File: src/core/qrcm_pkg.sv
package qrcm_pkg;
   // Opcodes handled by this block
   localparam logic [7:0] OP_QUAD_OUT = 8'h6b;
   localparam logic [7:0] OP_QUAD_IO = 8'heb;
   localparam logic [7:0] OP_DUAL_IO = 8'hbb;
   localparam logic [7:0] OP_MODE_RST = 8'hff;
   // Mode byte: reset value keeps bit 4 set, so continuous mode is off
   localparam logic [7:0] MODE_RST_VAL = 8'hff;
   localparam int MODE_SEL_LO = 4;
   localparam int MODE_SEL_HI = 5;
   localparam int MODE_RST_BIT = 4;
   localparam logic [1:0] CONT_SEL = 2'h2;
   // Phase lengths in bits (address, mode) or in link clocks (opcode, dummy)
   localparam logic [4:0] CMD_CLKS = 5'h08;
   localparam logic [4:0] ADDR_BITS = 5'h18;
   localparam logic [4:0] MODE_BITS = 5'h08;
   localparam logic [4:0] QOUT_DUMMY_CLKS = 5'h08;
   localparam logic [4:0] QIO_DUMMY_CLKS = 5'h04;
   // Lane width as log2 of bits per clock
   localparam logic [1:0] WL_SINGLE = 2'h0;
   localparam logic [1:0] WL_DUAL = 2'h1;
   localparam logic [1:0] WL_QUAD = 2'h2;
   // Synchroniser reset values: select idles high
   localparam logic [2:0] CS_SYNC_RST = 3'h7;
   localparam logic [2:0] SCLK_SYNC_RST = 3'h0;
   localparam logic [3:0] DIN_SYNC_RST = 4'h0;

   typedef enum logic [6:0] {
      ST_IDLE = 7'h01,
      ST_CMD = 7'h02,
      ST_ADDR = 7'h04,
      ST_MODE = 7'h08,
      ST_DUMMY = 7'h10,
      ST_DATA = 7'h20,
      ST_IGNORE = 7'h40
   } qrcm_state_t;
endpackage

File: src/core/qrcm_core.sv
`timescale 1ns/100ps
// Behaviour
// Quad-output read needs quad enable bit
// Host sends 6Bh, address, dummy byte
// Quad data MSB on line 3, two clocks
// Read address increments, wraps to zero
// Select high ends read, releases lines
// Host sends EBh, quad address, mode
// Quad-I/O data after mode, two dummies
// Quad-I/O read needs quad enable bit
// Mode pair 10 skips next opcode
// Other mode pair restores full opcode
// Reserved mode bits are ignored
// Host releases lines before first data
// Dual and quad I/O capture mode byte
// All-ones instruction sets mode bit 4
// Host clocks 8 or 16 ones
// Host sends BBh, dual address, mode
// Continuous mode off after power-up

module qrcm_fifo #(
   parameter int WIDTH = 8,
   parameter int DEPTH = 4
) (
   input wire logic clk_i,
   input wire logic rst_i,
   input wire logic flush_i,
   input wire logic in_valid_i,
   output logic in_ready_o,
   input wire logic [WIDTH-1:0] in_data_i,
   output logic out_valid_o,
   input wire logic out_ready_i,
   output logic [WIDTH-1:0] out_data_o
);
   localparam int PW = $clog2(DEPTH);
   logic [WIDTH-1:0] mem_reg [DEPTH];
   logic [PW-1:0] wr_reg;
   logic [PW-1:0] rd_reg;
   logic [PW:0] cnt_reg;
   logic push;
   logic pop;

   assign in_ready_o = (cnt_reg != (PW+1)'(DEPTH));
   assign out_valid_o = (cnt_reg != '0);
   assign out_data_o = mem_reg[rd_reg];
   assign push = in_valid_i & in_ready_o;
   assign pop = out_valid_o & out_ready_i;

   always_ff @(posedge clk_i) begin
      if (push) begin
         mem_reg[wr_reg] <= in_data_i;
      end
   end

   always_ff @(posedge clk_i or posedge rst_i) begin
      if (rst_i) begin
         wr_reg <= '0;
         rd_reg <= '0;
         cnt_reg <= '0;
      end else if (flush_i) begin
         wr_reg <= '0;
         rd_reg <= '0;
         cnt_reg <= '0;
      end else begin
         if (push) begin
            wr_reg <= (wr_reg == PW'(DEPTH-1)) ? '0 : wr_reg + 1'b1;
         end
         if (pop) begin
            rd_reg <= (rd_reg == PW'(DEPTH-1)) ? '0 : rd_reg + 1'b1;
         end
         cnt_reg <= cnt_reg + (PW+1)'(push) - (PW+1)'(pop);
      end
   end
endmodule // qrcm_fifo

module qrcm_core #(
   parameter int ADDR_W = 20,
   parameter int FIFO_DEPTH = 4
) (
   input wire logic REF_CLK_I,
   input wire logic SYS_RST_I,
   input wire logic SPI_CS_N_I,
   input wire logic SPI_SCLK_I,
   input wire logic [3:0] QUAD_DATA_LINES_I,
   output logic [3:0] QUAD_DATA_LINES_O,
   output logic [3:0] QUAD_DATA_LINES_OE_O,
   input wire logic QUAD_ENABLE_BIT_I,
   output logic MEM_RD_O,
   output logic [ADDR_W-1:0] MEM_ADDR_O,
   input wire logic MEM_VALID_I,
   input wire logic [7:0] MEM_DATA_I,
   output logic MEM_READY_O,
   output logic CONT_READ_ACTIVE_O,
   output logic [7:0] CONTINUOUS_READ_MODE_BITS_O
);
   logic [2:0] sclk_sync_reg;
   logic [2:0] cs_sync_reg;
   logic [3:0] din_s1_reg;
   logic [3:0] din_s2_reg;
   logic [3:0] din_s3_reg;
   logic sclk_lvl_reg;
   logic cs_n_lvl_reg;
   logic sclk_rise;
   logic sclk_fall;
   logic cs_fall;
   logic cs_rise;
   qrcm_pkg::qrcm_state_t state_reg;
   logic [4:0] bit_cnt_reg;
   logic [4:0] len_reg;
   logic [1:0] wl_reg;
   logic [1:0] cont_wl_reg;
   logic [23:0] in_sh_reg;
   logic [23:0] in_sh_next;
   logic [7:0] mode_bits_reg;
   logic cont_active;
   logic last_clk;
   logic cmd_done;
   logic mode_done;
   logic addr_done;
   logic [7:0] cmd_byte;
   logic [ADDR_W-1:0] rd_addr_reg;
   logic fetch_reg;
   logic pend_reg;
   logic drop_reg;
   logic fifo_in_ready;
   logic fifo_out_valid;
   logic [7:0] fifo_out_data;
   logic fifo_pop;
   logic [2:0] slot_reg;
   logic [7:0] sh_out_reg;
   logic [3:0] dat_reg;
   logic [3:0] oe_reg;
   logic [7:0] byte_in;
   logic [3:0] hi_nib;

   // Bits per clock come in on the low lines, newest bit last
   function automatic logic [23:0] shift_in(input logic [23:0] sh, input logic [3:0] d,
                                            input logic [1:0] wl);
      logic [23:0] r;
      r = {sh[22:0], d[0]};
      if (wl == qrcm_pkg::WL_DUAL) begin
         r = {sh[21:0], d[1:0]};
      end else if (wl == qrcm_pkg::WL_QUAD) begin
         r = {sh[19:0], d};
      end
      return r;
   endfunction

   // Top bits of a byte onto the lanes of the active width
   function automatic logic [3:0] lane_map(input logic [7:0] b, input logic [1:0] wl);
      logic [3:0] r;
      r = {2'h0, b[7], 1'b0};
      if (wl == qrcm_pkg::WL_DUAL) begin
         r = {2'h0, b[7:6]};
      end else if (wl == qrcm_pkg::WL_QUAD) begin
         r = b[7:4];
      end
      return r;
   endfunction

   // Link pins pass three flops; a clock or select level counts once flops two and three agree
   always_ff @(posedge REF_CLK_I or posedge SYS_RST_I) begin
      if (SYS_RST_I) begin
         sclk_sync_reg <= qrcm_pkg::SCLK_SYNC_RST;
         cs_sync_reg <= qrcm_pkg::CS_SYNC_RST;
         din_s1_reg <= qrcm_pkg::DIN_SYNC_RST;
         din_s2_reg <= qrcm_pkg::DIN_SYNC_RST;
         din_s3_reg <= qrcm_pkg::DIN_SYNC_RST;
         sclk_lvl_reg <= 1'b0;
         cs_n_lvl_reg <= 1'b1;
      end else begin
         sclk_sync_reg <= {sclk_sync_reg[1:0], SPI_SCLK_I};
         cs_sync_reg <= {cs_sync_reg[1:0], SPI_CS_N_I};
         din_s1_reg <= QUAD_DATA_LINES_I;
         din_s2_reg <= din_s1_reg;
         din_s3_reg <= din_s2_reg;
         if (sclk_sync_reg[1] == sclk_sync_reg[2]) begin
            sclk_lvl_reg <= sclk_sync_reg[2];
         end
         if (cs_sync_reg[1] == cs_sync_reg[2]) begin
            cs_n_lvl_reg <= cs_sync_reg[2];
         end
      end
   end

   assign sclk_rise = (sclk_sync_reg[1] == sclk_sync_reg[2]) & sclk_sync_reg[2] & ~sclk_lvl_reg;
   assign sclk_fall = (sclk_sync_reg[1] == sclk_sync_reg[2]) & ~sclk_sync_reg[2] & sclk_lvl_reg;
   assign cs_fall = (cs_sync_reg[1] == cs_sync_reg[2]) & ~cs_sync_reg[2] & cs_n_lvl_reg;
   assign cs_rise = (cs_sync_reg[1] == cs_sync_reg[2]) & cs_sync_reg[2] & ~cs_n_lvl_reg;

   assign in_sh_next = shift_in(in_sh_reg, din_s3_reg, wl_reg);
   assign last_clk = sclk_rise & (bit_cnt_reg == len_reg - 5'h01);
   assign cmd_done = last_clk & (state_reg == qrcm_pkg::ST_CMD);
   assign addr_done = last_clk & (state_reg == qrcm_pkg::ST_ADDR);
   assign mode_done = last_clk & (state_reg == qrcm_pkg::ST_MODE);
   assign cmd_byte = in_sh_next[7:0];
   // Only the select pair decides; reserved mode bits never reach the decode
   assign cont_active = (mode_bits_reg[qrcm_pkg::MODE_SEL_HI:qrcm_pkg::MODE_SEL_LO]
                         == qrcm_pkg::CONT_SEL);

   // Command sequencing on link clock edges
   always_ff @(posedge REF_CLK_I or posedge SYS_RST_I) begin
      if (SYS_RST_I) begin
         state_reg <= qrcm_pkg::ST_IDLE;
         bit_cnt_reg <= 5'h00;
         len_reg <= qrcm_pkg::CMD_CLKS;
         wl_reg <= qrcm_pkg::WL_SINGLE;
         cont_wl_reg <= qrcm_pkg::WL_QUAD;
         in_sh_reg <= 24'h000000;
      end else if (cs_rise) begin
         state_reg <= qrcm_pkg::ST_IDLE;
      end else if (cs_fall) begin
         bit_cnt_reg <= 5'h00;
         in_sh_reg <= 24'h000000;
         if (cont_active) begin
            // Address comes first, at the width of the read that armed the mode
            state_reg <= qrcm_pkg::ST_ADDR;
            wl_reg <= cont_wl_reg;
            len_reg <= qrcm_pkg::ADDR_BITS >> cont_wl_reg;
         end else begin
            state_reg <= qrcm_pkg::ST_CMD;
            wl_reg <= qrcm_pkg::WL_SINGLE;
            len_reg <= qrcm_pkg::CMD_CLKS;
         end
      end else if (sclk_rise) begin
         in_sh_reg <= in_sh_next;
         bit_cnt_reg <= last_clk ? 5'h00 : bit_cnt_reg + 5'h01;
         if (last_clk) begin
            unique case (state_reg)
               qrcm_pkg::ST_CMD: begin
                  state_reg <= qrcm_pkg::ST_IGNORE;
                  len_reg <= qrcm_pkg::ADDR_BITS;
                  if (cmd_byte == qrcm_pkg::OP_QUAD_OUT && QUAD_ENABLE_BIT_I) begin
                     state_reg <= qrcm_pkg::ST_ADDR;
                     wl_reg <= qrcm_pkg::WL_SINGLE;
                  end else if (cmd_byte == qrcm_pkg::OP_QUAD_IO && QUAD_ENABLE_BIT_I) begin
                     state_reg <= qrcm_pkg::ST_ADDR;
                     wl_reg <= qrcm_pkg::WL_QUAD;
                     cont_wl_reg <= qrcm_pkg::WL_QUAD;
                     len_reg <= qrcm_pkg::ADDR_BITS >> qrcm_pkg::WL_QUAD;
                  end else if (cmd_byte == qrcm_pkg::OP_DUAL_IO) begin
                     state_reg <= qrcm_pkg::ST_ADDR;
                     wl_reg <= qrcm_pkg::WL_DUAL;
                     cont_wl_reg <= qrcm_pkg::WL_DUAL;
                     len_reg <= qrcm_pkg::ADDR_BITS >> qrcm_pkg::WL_DUAL;
                  end
               end
               qrcm_pkg::ST_ADDR: begin
                  if (wl_reg == qrcm_pkg::WL_SINGLE) begin
                     state_reg <= qrcm_pkg::ST_DUMMY;
                     len_reg <= qrcm_pkg::QOUT_DUMMY_CLKS;
                  end else begin
                     state_reg <= qrcm_pkg::ST_MODE;
                     len_reg <= qrcm_pkg::MODE_BITS >> wl_reg;
                  end
               end
               qrcm_pkg::ST_MODE: begin
                  if (wl_reg == qrcm_pkg::WL_QUAD) begin
                     state_reg <= qrcm_pkg::ST_DUMMY;
                     len_reg <= qrcm_pkg::QIO_DUMMY_CLKS;
                  end else begin
                     state_reg <= qrcm_pkg::ST_DATA;
                  end
               end
               qrcm_pkg::ST_DUMMY: begin
                  // Both dummy-led reads return data on all four lines
                  state_reg <= qrcm_pkg::ST_DATA;
                  wl_reg <= qrcm_pkg::WL_QUAD;
               end
               qrcm_pkg::ST_IDLE, qrcm_pkg::ST_DATA, qrcm_pkg::ST_IGNORE: ;
            endcase
         end
      end
   end

   // Mode byte; all-ones on line 0 in continuous mode also lands here with bit 4 set
   always_ff @(posedge REF_CLK_I or posedge SYS_RST_I) begin
      if (SYS_RST_I) begin
         mode_bits_reg <= qrcm_pkg::MODE_RST_VAL;
      end else if (mode_done) begin
         mode_bits_reg <= in_sh_next[7:0];
      end else if (cmd_done && cmd_byte == qrcm_pkg::OP_MODE_RST) begin
         mode_bits_reg[qrcm_pkg::MODE_RST_BIT] <= 1'b1;
      end
   end

   // Prefetch: one memory read in flight; a late answer after select rises is discarded
   assign MEM_RD_O = fetch_reg & ~pend_reg & ~drop_reg & fifo_in_ready & ~cs_rise;
   assign MEM_ADDR_O = rd_addr_reg;
   assign MEM_READY_O = fifo_in_ready | drop_reg;

   always_ff @(posedge REF_CLK_I or posedge SYS_RST_I) begin
      if (SYS_RST_I) begin
         rd_addr_reg <= '0;
         fetch_reg <= 1'b0;
         pend_reg <= 1'b0;
         drop_reg <= 1'b0;
      end else begin
         if (addr_done) begin
            rd_addr_reg <= in_sh_next[ADDR_W-1:0];
            fetch_reg <= 1'b1;
         end else if (MEM_RD_O) begin
            rd_addr_reg <= rd_addr_reg + 1'b1;
         end
         if (cs_rise) begin
            fetch_reg <= 1'b0;
         end
         if (MEM_RD_O) begin
            pend_reg <= 1'b1;
         end else if (MEM_VALID_I && MEM_READY_O) begin
            pend_reg <= 1'b0;
         end
         if (cs_rise && pend_reg && !(MEM_VALID_I && MEM_READY_O)) begin
            drop_reg <= 1'b1;
         end else if (MEM_VALID_I && MEM_READY_O) begin
            drop_reg <= 1'b0;
         end
      end
   end

   qrcm_fifo #(
      .WIDTH(8),
      .DEPTH(FIFO_DEPTH)
   ) u_fifo (
      .clk_i(REF_CLK_I),
      .rst_i(SYS_RST_I),
      .flush_i(cs_rise),
      .in_valid_i(MEM_VALID_I & ~drop_reg),
      .in_ready_o(fifo_in_ready),
      .in_data_i(MEM_DATA_I),
      .out_valid_o(fifo_out_valid),
      .out_ready_i(fifo_pop),
      .out_data_o(fifo_out_data)
   );

   // Underrun sends zeros rather than stalling the link, which cannot wait
   assign byte_in = fifo_out_valid ? fifo_out_data : 8'h00;
   assign hi_nib = byte_in[7:4];
   assign fifo_pop = sclk_fall & (state_reg == qrcm_pkg::ST_DATA) & (slot_reg == 3'h0);

   // Data out on falling link edges so it is stable at the host's rising edge
   always_ff @(posedge REF_CLK_I or posedge SYS_RST_I) begin
      if (SYS_RST_I) begin
         slot_reg <= 3'h0;
         sh_out_reg <= 8'h00;
         dat_reg <= 4'h0;
         oe_reg <= 4'h0;
      end else if (cs_rise || state_reg != qrcm_pkg::ST_DATA) begin
         slot_reg <= 3'h0;
         oe_reg <= 4'h0;
      end else if (sclk_fall) begin
         oe_reg <= lane_map(8'hff, wl_reg);
         slot_reg <= (slot_reg == 3'((8 >> wl_reg) - 1)) ? 3'h0 : slot_reg + 3'h1;
         if (slot_reg == 3'h0) begin
            dat_reg <= lane_map(byte_in, wl_reg);
            sh_out_reg <= byte_in << (4'h1 << wl_reg);
         end else begin
            dat_reg <= lane_map(sh_out_reg, wl_reg);
            sh_out_reg <= sh_out_reg << (4'h1 << wl_reg);
         end
      end
   end

   assign QUAD_DATA_LINES_O = dat_reg;
   assign QUAD_DATA_LINES_OE_O = oe_reg;
   assign CONT_READ_ACTIVE_O = cont_active;
   assign CONTINUOUS_READ_MODE_BITS_O = mode_bits_reg;
endmodule // qrcm_core

File: config.mk
export PLATFORM = sky130hd
export DESIGN_NAME = qrcm_core
export DESIGN_NICKNAME = d
export VERILOG_FILES = /design/src/core/qrcm_pkg.sv /design/src/core/qrcm_core.sv
export SDC_FILE = /design/constraint.sdc
export NUM_CORES = 1
export LEC_CHECK = 0
export ABC_AREA = 1
export BUFFER_PORTS_ARGS = -buffer_cell sky130_fd_sc_hd__buf_4
export CORE_AREA = 5 5 127 117
export CTS_BUF_LIST = sky130_fd_sc_hd__clkbuf_2 sky130_fd_sc_hd__clkbuf_4 sky130_fd_sc_hd__clkbuf_8
export CTS_CLUSTER_DIAMETER = 60
export DETAILED_ROUTE_END_ITERATION = 10
export DIE_AREA = 0 0 132 122
export PLACE_DENSITY = 0.76
export SLEW_MARGIN = 10
export SYNTH_ARGS = -nofsm -noshare
export SYNTH_HDL_FRONTEND = slang
export SYNTH_SLANG_ARGS = --single-unit
File: constraint.sdc
create_clock -name REF_CLK_I -period 8.3 [get_ports REF_CLK_I]
set_input_delay 1.245 -clock REF_CLK_I [delete_from_list [all_inputs] [get_ports REF_CLK_I]]
set_output_delay 1.245 -clock REF_CLK_I [all_outputs]
set_load 0.05 [all_outputs]
; ---- Word level (Yosys, flattened, before mapping)
; Memory sizes are Yosys's and may differ from the RTL's.
; Cells that the tools add are included.
; Widths: inputs -> output; s select.
[totals]
wordCells = 197
rom_bits = 0
ff_bits = 117
output_inout_bits = 39
ram_bits = 32
in_bits = 18
latch_bits = 0
n_memories = 1
[mem_list]
columns = memory, depth, width, read_ports, rd_ports_with_merged_regs, wr, line_no
row1 = u_fifo.mem_reg, 4, 8, 1, 0, 1, qrcm_core.sv:36  ; logic [WIDTH-1:0] mem_reg [DEPTH];
[classes]
eq_ne = 22
n_reduce_logical = 33
add_sub_neg = 9
n_mul = 0
div_mod_pow = 0
shifts = 6
n_bitwise = 32
n_mux = 68
n_lt_le_gt_ge = 0
[op_table]
columns = operator, n
row1 = $mux 20, 4
row2 = $mux 5, 13
row3 = $mux 7, 7
row4 = $mux 19, 2
row5 = $mux 4, 9
row6 = $pmux 7 s4, 1
row7 = $mux 2, 13
row8 = $eq 8x8->1 const B, 3
row9 = $reduce_bool 2->1, 11
row10 = $and 1x1->1, 21
row11 = $add 20x1->20 const B, 1
row12 = $mux 8, 2
row13 = $shl 8x4->8, 2
row14 = $mux 3, 5
row15 = $pmux 5 s3, 1
row16 = $reduce_bool 3->1, 4
row17 = $not 1->1, 10
row18 = $reduce_and 5->1, 2
row19 = $mux 1, 9
row20 = $eq 2x2->1 const B, 4
row21 = $eq 8x7->1 const B, 1
row22 = $eq 7x2->1 const B, 1
row23 = $eq 7x3->1 const B, 1
row24 = $eq 7x4->1 const B, 1
row25 = other kinds (34), 42

; ---- Logic depth before layout (Yosys ltp)
; Gate-level depths: netlist (run 1).
[depth]
word_depth = 12
ltp_mapped = 16
depth_no_buf = 15

; ---- By module
; Synthesis (run 1) repeated with hierarchy kept, for this count alone.
[hier_totals]
hier_cells = 952
area_unflattened_um2 = 8120.3
[modules_own_cells]
columns = module, seq_area_each_um2, instances, cells_each, area_each_um2
row1 = qrcm_core, 2746.4, 1, 798, 6306.0
row2 = qrcm_fifo, 1136.1, 1, 154, 1814.2

; ---- Worst setup path after synthesis (run 1)
; Ideal clock, no wire load.
[synth_path]
path_type = register to output
start = register cs_sync_reg[1]
end = output port MEM_RD_O
stages_incl_launch_ff = 6
required_time_ns = 7.055
arrival_ns = 1.303
path_slack_ns = 5.752
n_path_buf = 1
cell_sequence = dfstp_2 > ha_1 > nand2_2 > nand3_1 > nor2_2 > buf_2
[synth_via]
elab_chain_len = 5
[synth_lines]
columns = element, line_no
row1 = start: declaration, qrcm_core.sv:97  ; logic [2:0] cs_sync_reg;
row2 = start signal: assignment, qrcm_core.sv:165  ; cs_sync_reg <= qrcm_pkg::CS_SYNC_RST;
row3 = start signal: assignment, qrcm_core.sv:173  ; cs_sync_reg <= {cs_sync_reg[1:0], SPI_CS_N_I};
row4 = $eq 1x1->1, qrcm_core.sv:189  ; assign cs_rise = (cs_sync_reg[1] == cs_sync_reg[2]) & cs_sync_reg[2] & ~cs_n_lvl_reg;
row5 = $and 1x1->1 (2 in a row), qrcm_core.sv:189
row6 = $not 1->1 (no source line), -
row7 = $and 1x1->1, qrcm_core.sv:288  ; assign MEM_RD_O = fetch_reg & ~pend_reg & ~drop_reg & fifo_in_ready & ~cs_rise;
row8 = end: declaration, qrcm_core.sv:88  ; output logic MEM_RD_O,
; No other way between the ends.

; ---- Worst setup path after layout (run 1)
; Ends and elaborated chain as after synthesis.

==> flow_metrics.py, run 1 <==
metrics = {
    "run_status": {
        "outcome": "finished clean",
    },
    "floorplan": {
        "rows": 41,
        "die_w_um": 132,
        "dieArea_sq_um": 16100,
        "num_io_pins": 57,
        "coreArea_sq_um": 13590,
        "fp.dieH_um": 122,
        "start_util_pct": 57.81,
    },
    "logic_synthesis": {
        "netlist_area_sq_um": 7859,
        "syn_nets": 997,
        "syn_area_per_cell_sq_um": 8.246,
        "synth_cells": 953,
        "async_flop_share_pct": 78.38,
        "synth.distinct_cells": 49,
        "ys.flop_type": "dfrtp_1",
        "synth_top_area_share_pct": 32.16,
        "synth_edf_count": 32,
        "yosysSeqAreaShare_pct": 49.40,
        "yosysTopAreaCell": "dfrtp_1",
        "synthTopCellsByArea": "dfrtp_1 32%, nand2_1 13%, edfxtp_1 12%",
        "synth_seq_cells": 148,
        "ys_warn_count": 0,
    },
    "clocking": {
        "h-tree-depth": 4,
        "clockBufferDepth": 2,
        "cts_sinks": 148,
        "numCtsBuffers": 17,
        "clock-root-buffer": "clkbuf_8",
        "cts_tree": "built",
        "cts_hold_buf": 0,
        "clkTransAtPathRegs_ps": 80,
        "clk_latency_ps": 460,
        "cts_resized": 0,
        "cts_setup_buffers": 0,
    },
    "sta": {
        "period_needed_ps": 3307,
        "finalHoldViolCount": 0,
        "slew_violations": 0,
        "hold_slack_ps": 351.1,
        "worst_pin_slew_ps": 885.6,
        "finalSetupViolations": 0,
        "finalSetupTns_ps": 0,
        "skew_ps": 8.961,
        "period_share_pct": 39.84,
        "maxSlewHeadroom_pct": 40.74,
        "rsz0062_at_grt": "no",
        "fmaxAchievable_ghz": 0.3024,
    },
    "critical_path": {
        "crit_path_start_kind": "register",
        "cp.arrival_ps": 2060,
        "cp_max_fo": 17,
        "crit_start": "cs_sync_reg[1]$_DFF_PP1_",
        "cp.required_ps": 7050,
        "ff2ff_setup_slack_ps": 5400,
        "critPathKind": "register to output pin",
        "endpoint": "MEM_RD_O",
        "r2r-start": "cs_sync_reg[1]$_DFF_PP1_",
        "r2r-end": "cont_wl_reg[1]$_DFFE_PP1P_",
        "reg2reg_depth": 9,
        "worst_setup_path_end_kind": "output pin",
    },
    "routing": {
        "drtAntennaViolNets": 0,
        "route.detailed.drc": 0,
        "viasPerCell": 5.392,
        "drtIter0Drc": 681,
        "wl_per_cell_um": 14.44,
        "routed-via-count": 6416,
        "dr.pass1.iters": 6,
        "drt_wl_total_um": 17190,
    },
    "placed_design": {
        "placed_area_sq_um": 8372,
        "place_congestion": 0.9336,
        "hpwl_um": 12280,
        "io_buffers": 56,
    },
    "cells_and_area": {
        "final_core_util_pct": 64.62,
        "fin_nets": 1049,
        "n_fill_cell": 1140,
        "stdcell_area_sq_um": 8785,
        "drive_above_1_share_pct": 14.64,
        "area_growth_pct": 11.78,
        "largest_reg_flops": 32,
        "n_antenna_cell": 0,
    },
    "global_routing": {
        "grt_pass1_wl_um": 28970,
        "grtUsageTotal_pct": 22.12,
        "grt_pass1_vias": 5905,
        "grt_start_max_net_pins": 68,
        "grt_antenna_before_repair": 0,
        "overflow": 0,
    },
    "power": {
        "peakVddDrop_uv": 131.1,
        "p_leak_nw": 4.280,
        "pwr_density_cell_nw_per_um2": 263.9,
    },
    "run": {
        "drv_cap": 0,
    },
    "min_path": {
        "hold_class": "register to register",
    },
}
worst min-delay path by stage:
| stage | cells past startpoint | end | start | slack (ps) |
|---|---|---|---|---|
| 6_report | 0 | sclk_sync_reg[1]$_DFF_PP0_ | sclk_sync_reg[0]$_DFF_PP0_ | 350 |
| 5_1_grt | 0 | din_s2_reg[1]$_DFF_PP0_ | din_s1_reg[1]$_DFF_PP0_ | 350 |
| 4_1_cts | 0 | din_s3_reg[1]$_DFF_PP0_ | din_s2_reg[1]$_DFF_PP0_ | 360 |
| 3_5_place_dp | 0 | din_s3_reg[1]$_DFF_PP0_ | din_s2_reg[1]$_DFF_PP0_ | 330 |
| 3_3_place_gp | 0 | din_s2_reg[3]$_DFF_PP0_ | din_s1_reg[3]$_DFF_PP0_ | 330 |
| 2_1_floorplan | 0 | din_s2_reg[0]$_DFF_PP0_ | din_s1_reg[0]$_DFF_PP0_ | 330 |
placed cells by master (no fill, tap or decap), drive strengths merged:
cell type	count
a22oi	2
o31ai	1
o22ai	15
xor2	8
dfrtp	101
o21bai	2
and2	1
a2bb2oi	1
clkinvlp	2
o211ai	7
buf	59
clkbuf	18
fa	1
a21boi	1
nor4	1
nand3	92
xnor2	12
edfxtp	32
nand2	285
bufinv	2
dfstp	15
a32o	2
inv	130
a21oi	19
o221ai	7
nor2	89
and3	1
a22o	1
o21ai	56
nor3b	1
nand4	13
o21a	1
nor3	10
ha	25
clkinv	4
nor2b	1
final cells by class:
cell class | instances | area, sq um | share of cell area [%]
clock buffers | 18 | 247.7 | 2.820
clock inverters | 14 | 165.2 | 1.880
inverters | 124 | 470.5 | 5.355
multi-input cells | 655 | 3361 | 38.26
flip-flops and latches | 148 | 3882 | 44.20
well taps | 172 | 215.2 | 2.450
repair buffers | 59 | 442.9 | 5.042
layer usage:
| metal | global-route usage [%] | share of wire [%] |
|---|---|---|
| met5 | 0 | 0 |
| met4 | 6.555 | 1.7 |
| met3 | 4.707 | 5.8 |
| met2 | 34.28 | 46 |
| met1 | 31.62 | 46 |
critical path: stages (launching register included):
cell and delay, ps:
dfstp_2 380, ha_1 200, nand2_2 290, nand3_1 140, nor2_2 120, buf_4 230, buf_4 230
metrics by stage:
| step | power [mW] | instances | worst slack (ps) |
|---|---|---|---|
| global placement | 1.733 | 1158 | 5493 |
| CTS | 2.323 | 1190 | 4972 |
| detailed placement | 1.742 | 1158 | 5440 |
| global route | 2.487 | 1190 | 4855 |
| finish | 2.319 | 1190 | 4993 |
| floorplan | 1.557 | 953 | 4007 |
kinds of logic after synthesis:
| kind of cell | count (synthesis) | synth area share, % |
|---|---|---|
| buffers and inverters | 150 | 7.833 |
| adders and majority gates | 26 | 4.235 |
| AOI/OAI and AO/OA | 115 | 8.741 |
| DFF | 148 | 49.40 |
| and+or+nand+nor | 494 | 27.56 |
| xor gates and xnor gates | 20 | 2.229 |
power breakdown:
part	internal [mW]	switching, mW	leakage (nW)	total [mW]
Clock	0.284	0.297	0.205	0.582
Sequential	0.855	0.0762	1.77	0.931
Combinational	0.240	0.566	2.30	0.806
Total	1.38	0.939	4.28	2.32
synth_stat cells (all sizes together) (2+ instances only):
master    n
xnor2    12
nor2     89
nand3    92
xor2      8
o21ai    56
nand2   285
o21bai    2
a22oi     2
o221ai    7
clkinv    2
buf      17
o22ai    15
dfrtp   101
a32o      2
o211ai    7
dfstp    15
nor3     10
ha       25
inv     122
a21oi    19
edfxtp   32
clkbuf    9
nand4    13
Note: power is estimated with default switching activity, not from simulation.
==> run 2, diff against run 1 <==
--- a/config.mk
+++ b/config.mk
@@ -7,11 +7,11 @@
 export LEC_CHECK = 0
 export ABC_AREA = 1
 export BUFFER_PORTS_ARGS = -buffer_cell sky130_fd_sc_hd__buf_4
-export CORE_AREA = 5 5 127 117
+export CORE_AREA = 5 5 130 120
 export CTS_BUF_LIST = sky130_fd_sc_hd__clkbuf_2 sky130_fd_sc_hd__clkbuf_4 sky130_fd_sc_hd__clkbuf_8
 export CTS_CLUSTER_DIAMETER = 60
 export DETAILED_ROUTE_END_ITERATION = 10
-export DIE_AREA = 0 0 132 122
+export DIE_AREA = 0 0 135 125
 export PLACE_DENSITY = 0.76
 export SLEW_MARGIN = 10
 export SYNTH_ARGS = -nofsm -noshare
==> constraint.sdc (replaced) <==
create_clock -name REF_CLK_I -period 3 [get_ports REF_CLK_I]
set_input_delay 0.45 -clock REF_CLK_I [delete_from_list [all_inputs] [get_ports REF_CLK_I]]
set_output_delay 0.45 -clock REF_CLK_I [all_outputs]
set_load 0.05 [all_outputs]
==> run 2 against run 1 <==
Net effect: largest cell class unchanged; clock power grew to 2.7 times the previous value; critical endpoint unchanged; largest power group unchanged; non-clock buffer count rose by 12; via count rose by 0.89%; cell area increased by 1.5%; sequential share of layout area shrank 0.65 points; highest routed layer unchanged; utilization fell by 2.0 points.
==> flow_metrics.py, run 2 (synthesis results as in run 1) <==
metrics = {
    "placed_design": {
        "place_congestion": 0.9102,
        "dp.cells": 1196,
        "io_buffers": 56,
        "hpwl_um": 12830,
    },
    "clocking": {
        "cts_sinks": 148,
        "numCtsBuffers": 17,
        "clk_latency_ps": 440,
        "cts_setup_buffers": 0,
        "clkTransAtPathRegs_ps": 80,
        "h-tree-depth": 4,
        "cts_hold_buf": 0,
        "cts_tree": "built",
        "clock-root-buffer": "clkbuf_8",
        "cts_resized": 0,
        "clockBufferDepth": 2,
    },
    "cells_and_area": {
        "final_common_cell": "nand2_1",
        "fin_nets": 1061,
        "largest_reg_flops": 32,
        "area_growth_pct": 13.44,
        "n_fill_cell": 1201,
        "drive_above_1_share_pct": 15.63,
        "final_cell_mix": "277 x nand2_1, 114 x inv_1, 101 x dfrtp_1",
        "layoutNonFillerInstCount": 1228,
        "n_antenna_cell": 0,
    },
    "routing": {
        "viasPerCell": 5.271,
        "drtAntennaViolNets": 0,
        "route.detailed.drc": 0,
        "routed-via-count": 6473,
        "drt_wl_total_um": 17610,
        "wl_per_cell_um": 14.34,
        "drtIter0Drc": 554,
        "dr.pass1.iters": 5,
    },
    "sta": {
        "finalHoldViolCount": 0,
        "hold_slack_ps": 62.16,
        "finalSetupTns_ps": 0,
        "period_needed_ps": 2659,
        "skew_ps": 13.63,
        "maxSlewHeadroom_pct": 49.76,
        "finalSetupViolations": 0,
        "rsz0062_at_grt": "no",
        "slew_violations": 0,
        "fmaxAchievable_ghz": 0.3760,
        "period_share_pct": 88.65,
        "worst_pin_slew_ps": 750.9,
    },
    "floorplan": {
        "num_io_pins": 57,
        "coreArea_sq_um": 14240,
        "rows": 42,
        "start_util_pct": 55.18,
        "die_w_um": 135,
        "dieArea_sq_um": 16880,
        "fp.dieH_um": 125,
    },
    "critical_path": {
        "critPathKind": "register to output pin",
        "cp_max_fo": 12,
        "crit_path_start_kind": "register",
        "cp.arrival_ps": 2210,
        "cp.required_ps": 2550,
        "worst_setup_path_end_kind": "output pin",
    },
    "power": {
        "finalPower_mw": 6.436,
        "peakVddDrop_uv": 491.4,
        "pwr_density_cell_nw_per_um2": 722.0,
        "p_leak_nw": 4.328,
    },
    "run": {
        "drv_cap": 0,
    },
    "global_routing": {
        "grt_pass1_vias": 6060,
        "grt_start_max_net_pins": 71,
        "grt_antenna_before_repair": 0,
        "overflow": 0,
        "grt_pass1_wl_um": 29530,
        "grtUsageTotal_pct": 21.56,
    },
    "run_status": {
        "outcome": "finished clean",
    },
    "min_path": {
        "hold_class": "primary input to asynchronous set/reset pin",
    },
}
## run 2: cell count changes in the layout (fill, tap and decap cells not counted), sizes merged
cell,delta
clkinvlp,+3
clkbuf,+3
inv,-9
clkinv,+3
buf,+12
## run 2: power by group
group | internal (mW) | switching (mW)
Clock | 0.804 | 0.746
Combinational | 0.717 | 1.59
Sequential | 2.37 | 0.214
Total | 3.89 | 2.55
## run 2: metrics by stage
step	setup WS, ps	utilization, %	area (sq um)
CTS	325.9	62.60	8915
finish	340.6	62.60	8915
global route	40.28	62.60	8915
detailed placement	413.8	59.74	8508
global placement	571.0	59.74	8508
floorplan	496.3	-	7863
## run 2: per-layer routing
metal  part of all wire [%]  vias to the layer above  routed length, um  GRT usage [%]
li1                       -                     3216                  -              -
met1                     46                     3018               8041          31.02
met2                     47                      215               8248          33.95
met3                    6.3                       24               1114          4.337
met4                    1.2                        0                205          5.216
met5                      0                        -                  0              0
## run 2: worst max-delay path, stage by stage (launching register included)
cell and delay [ps]:
dfstp_2 380, ha_1 200, nand2_2 180, buf_4 210, nand3_1 90, nor2_2 230
buf_4 250, buf_4 220
## run 2: path summary, 6_finish.rpt
kind / slack, ps / cells past startpoint / to / from
min: 60 / 2 / din_s1_reg[2]$_DFF_PP0_ / SYS_RST_I
min reg2reg: 350 / 0 / din_s3_reg[0]$_DFF_PP0_ / din_s2_reg[0]$_DFF_PP0_
max in group asynchronous: 2180 / 3 / cont_wl_reg[1]$_DFFE_PP1P_ / SYS_RST_I
min in group REF_CLK_I: 110 / 1 / din_s1_reg[1]$_DFF_PP0_ / QUAD_DATA_LINES_I[1]
max reg2reg: 390 / 15 / u_fifo.cnt_reg[2]$_DFF_PP0_ / slot_reg[0]$_DFFE_PP0P_
max: 340 / 7 / MEM_RD_O / cs_sync_reg[1]$_DFF_PP1_
## run 2: cell type report
class                      count  area [sq um]  share of cell area (%)
inverter                     124         471.7                   5.291
timing repair buffer          71         545.5                   6.119
multi-input combinational    655          3361                   37.70
clock buffer                  21         276.5                   3.102
tap                          198         247.7                   2.779
sequential                   148          3882                   43.55
clock inverter                11         130.1                   1.460
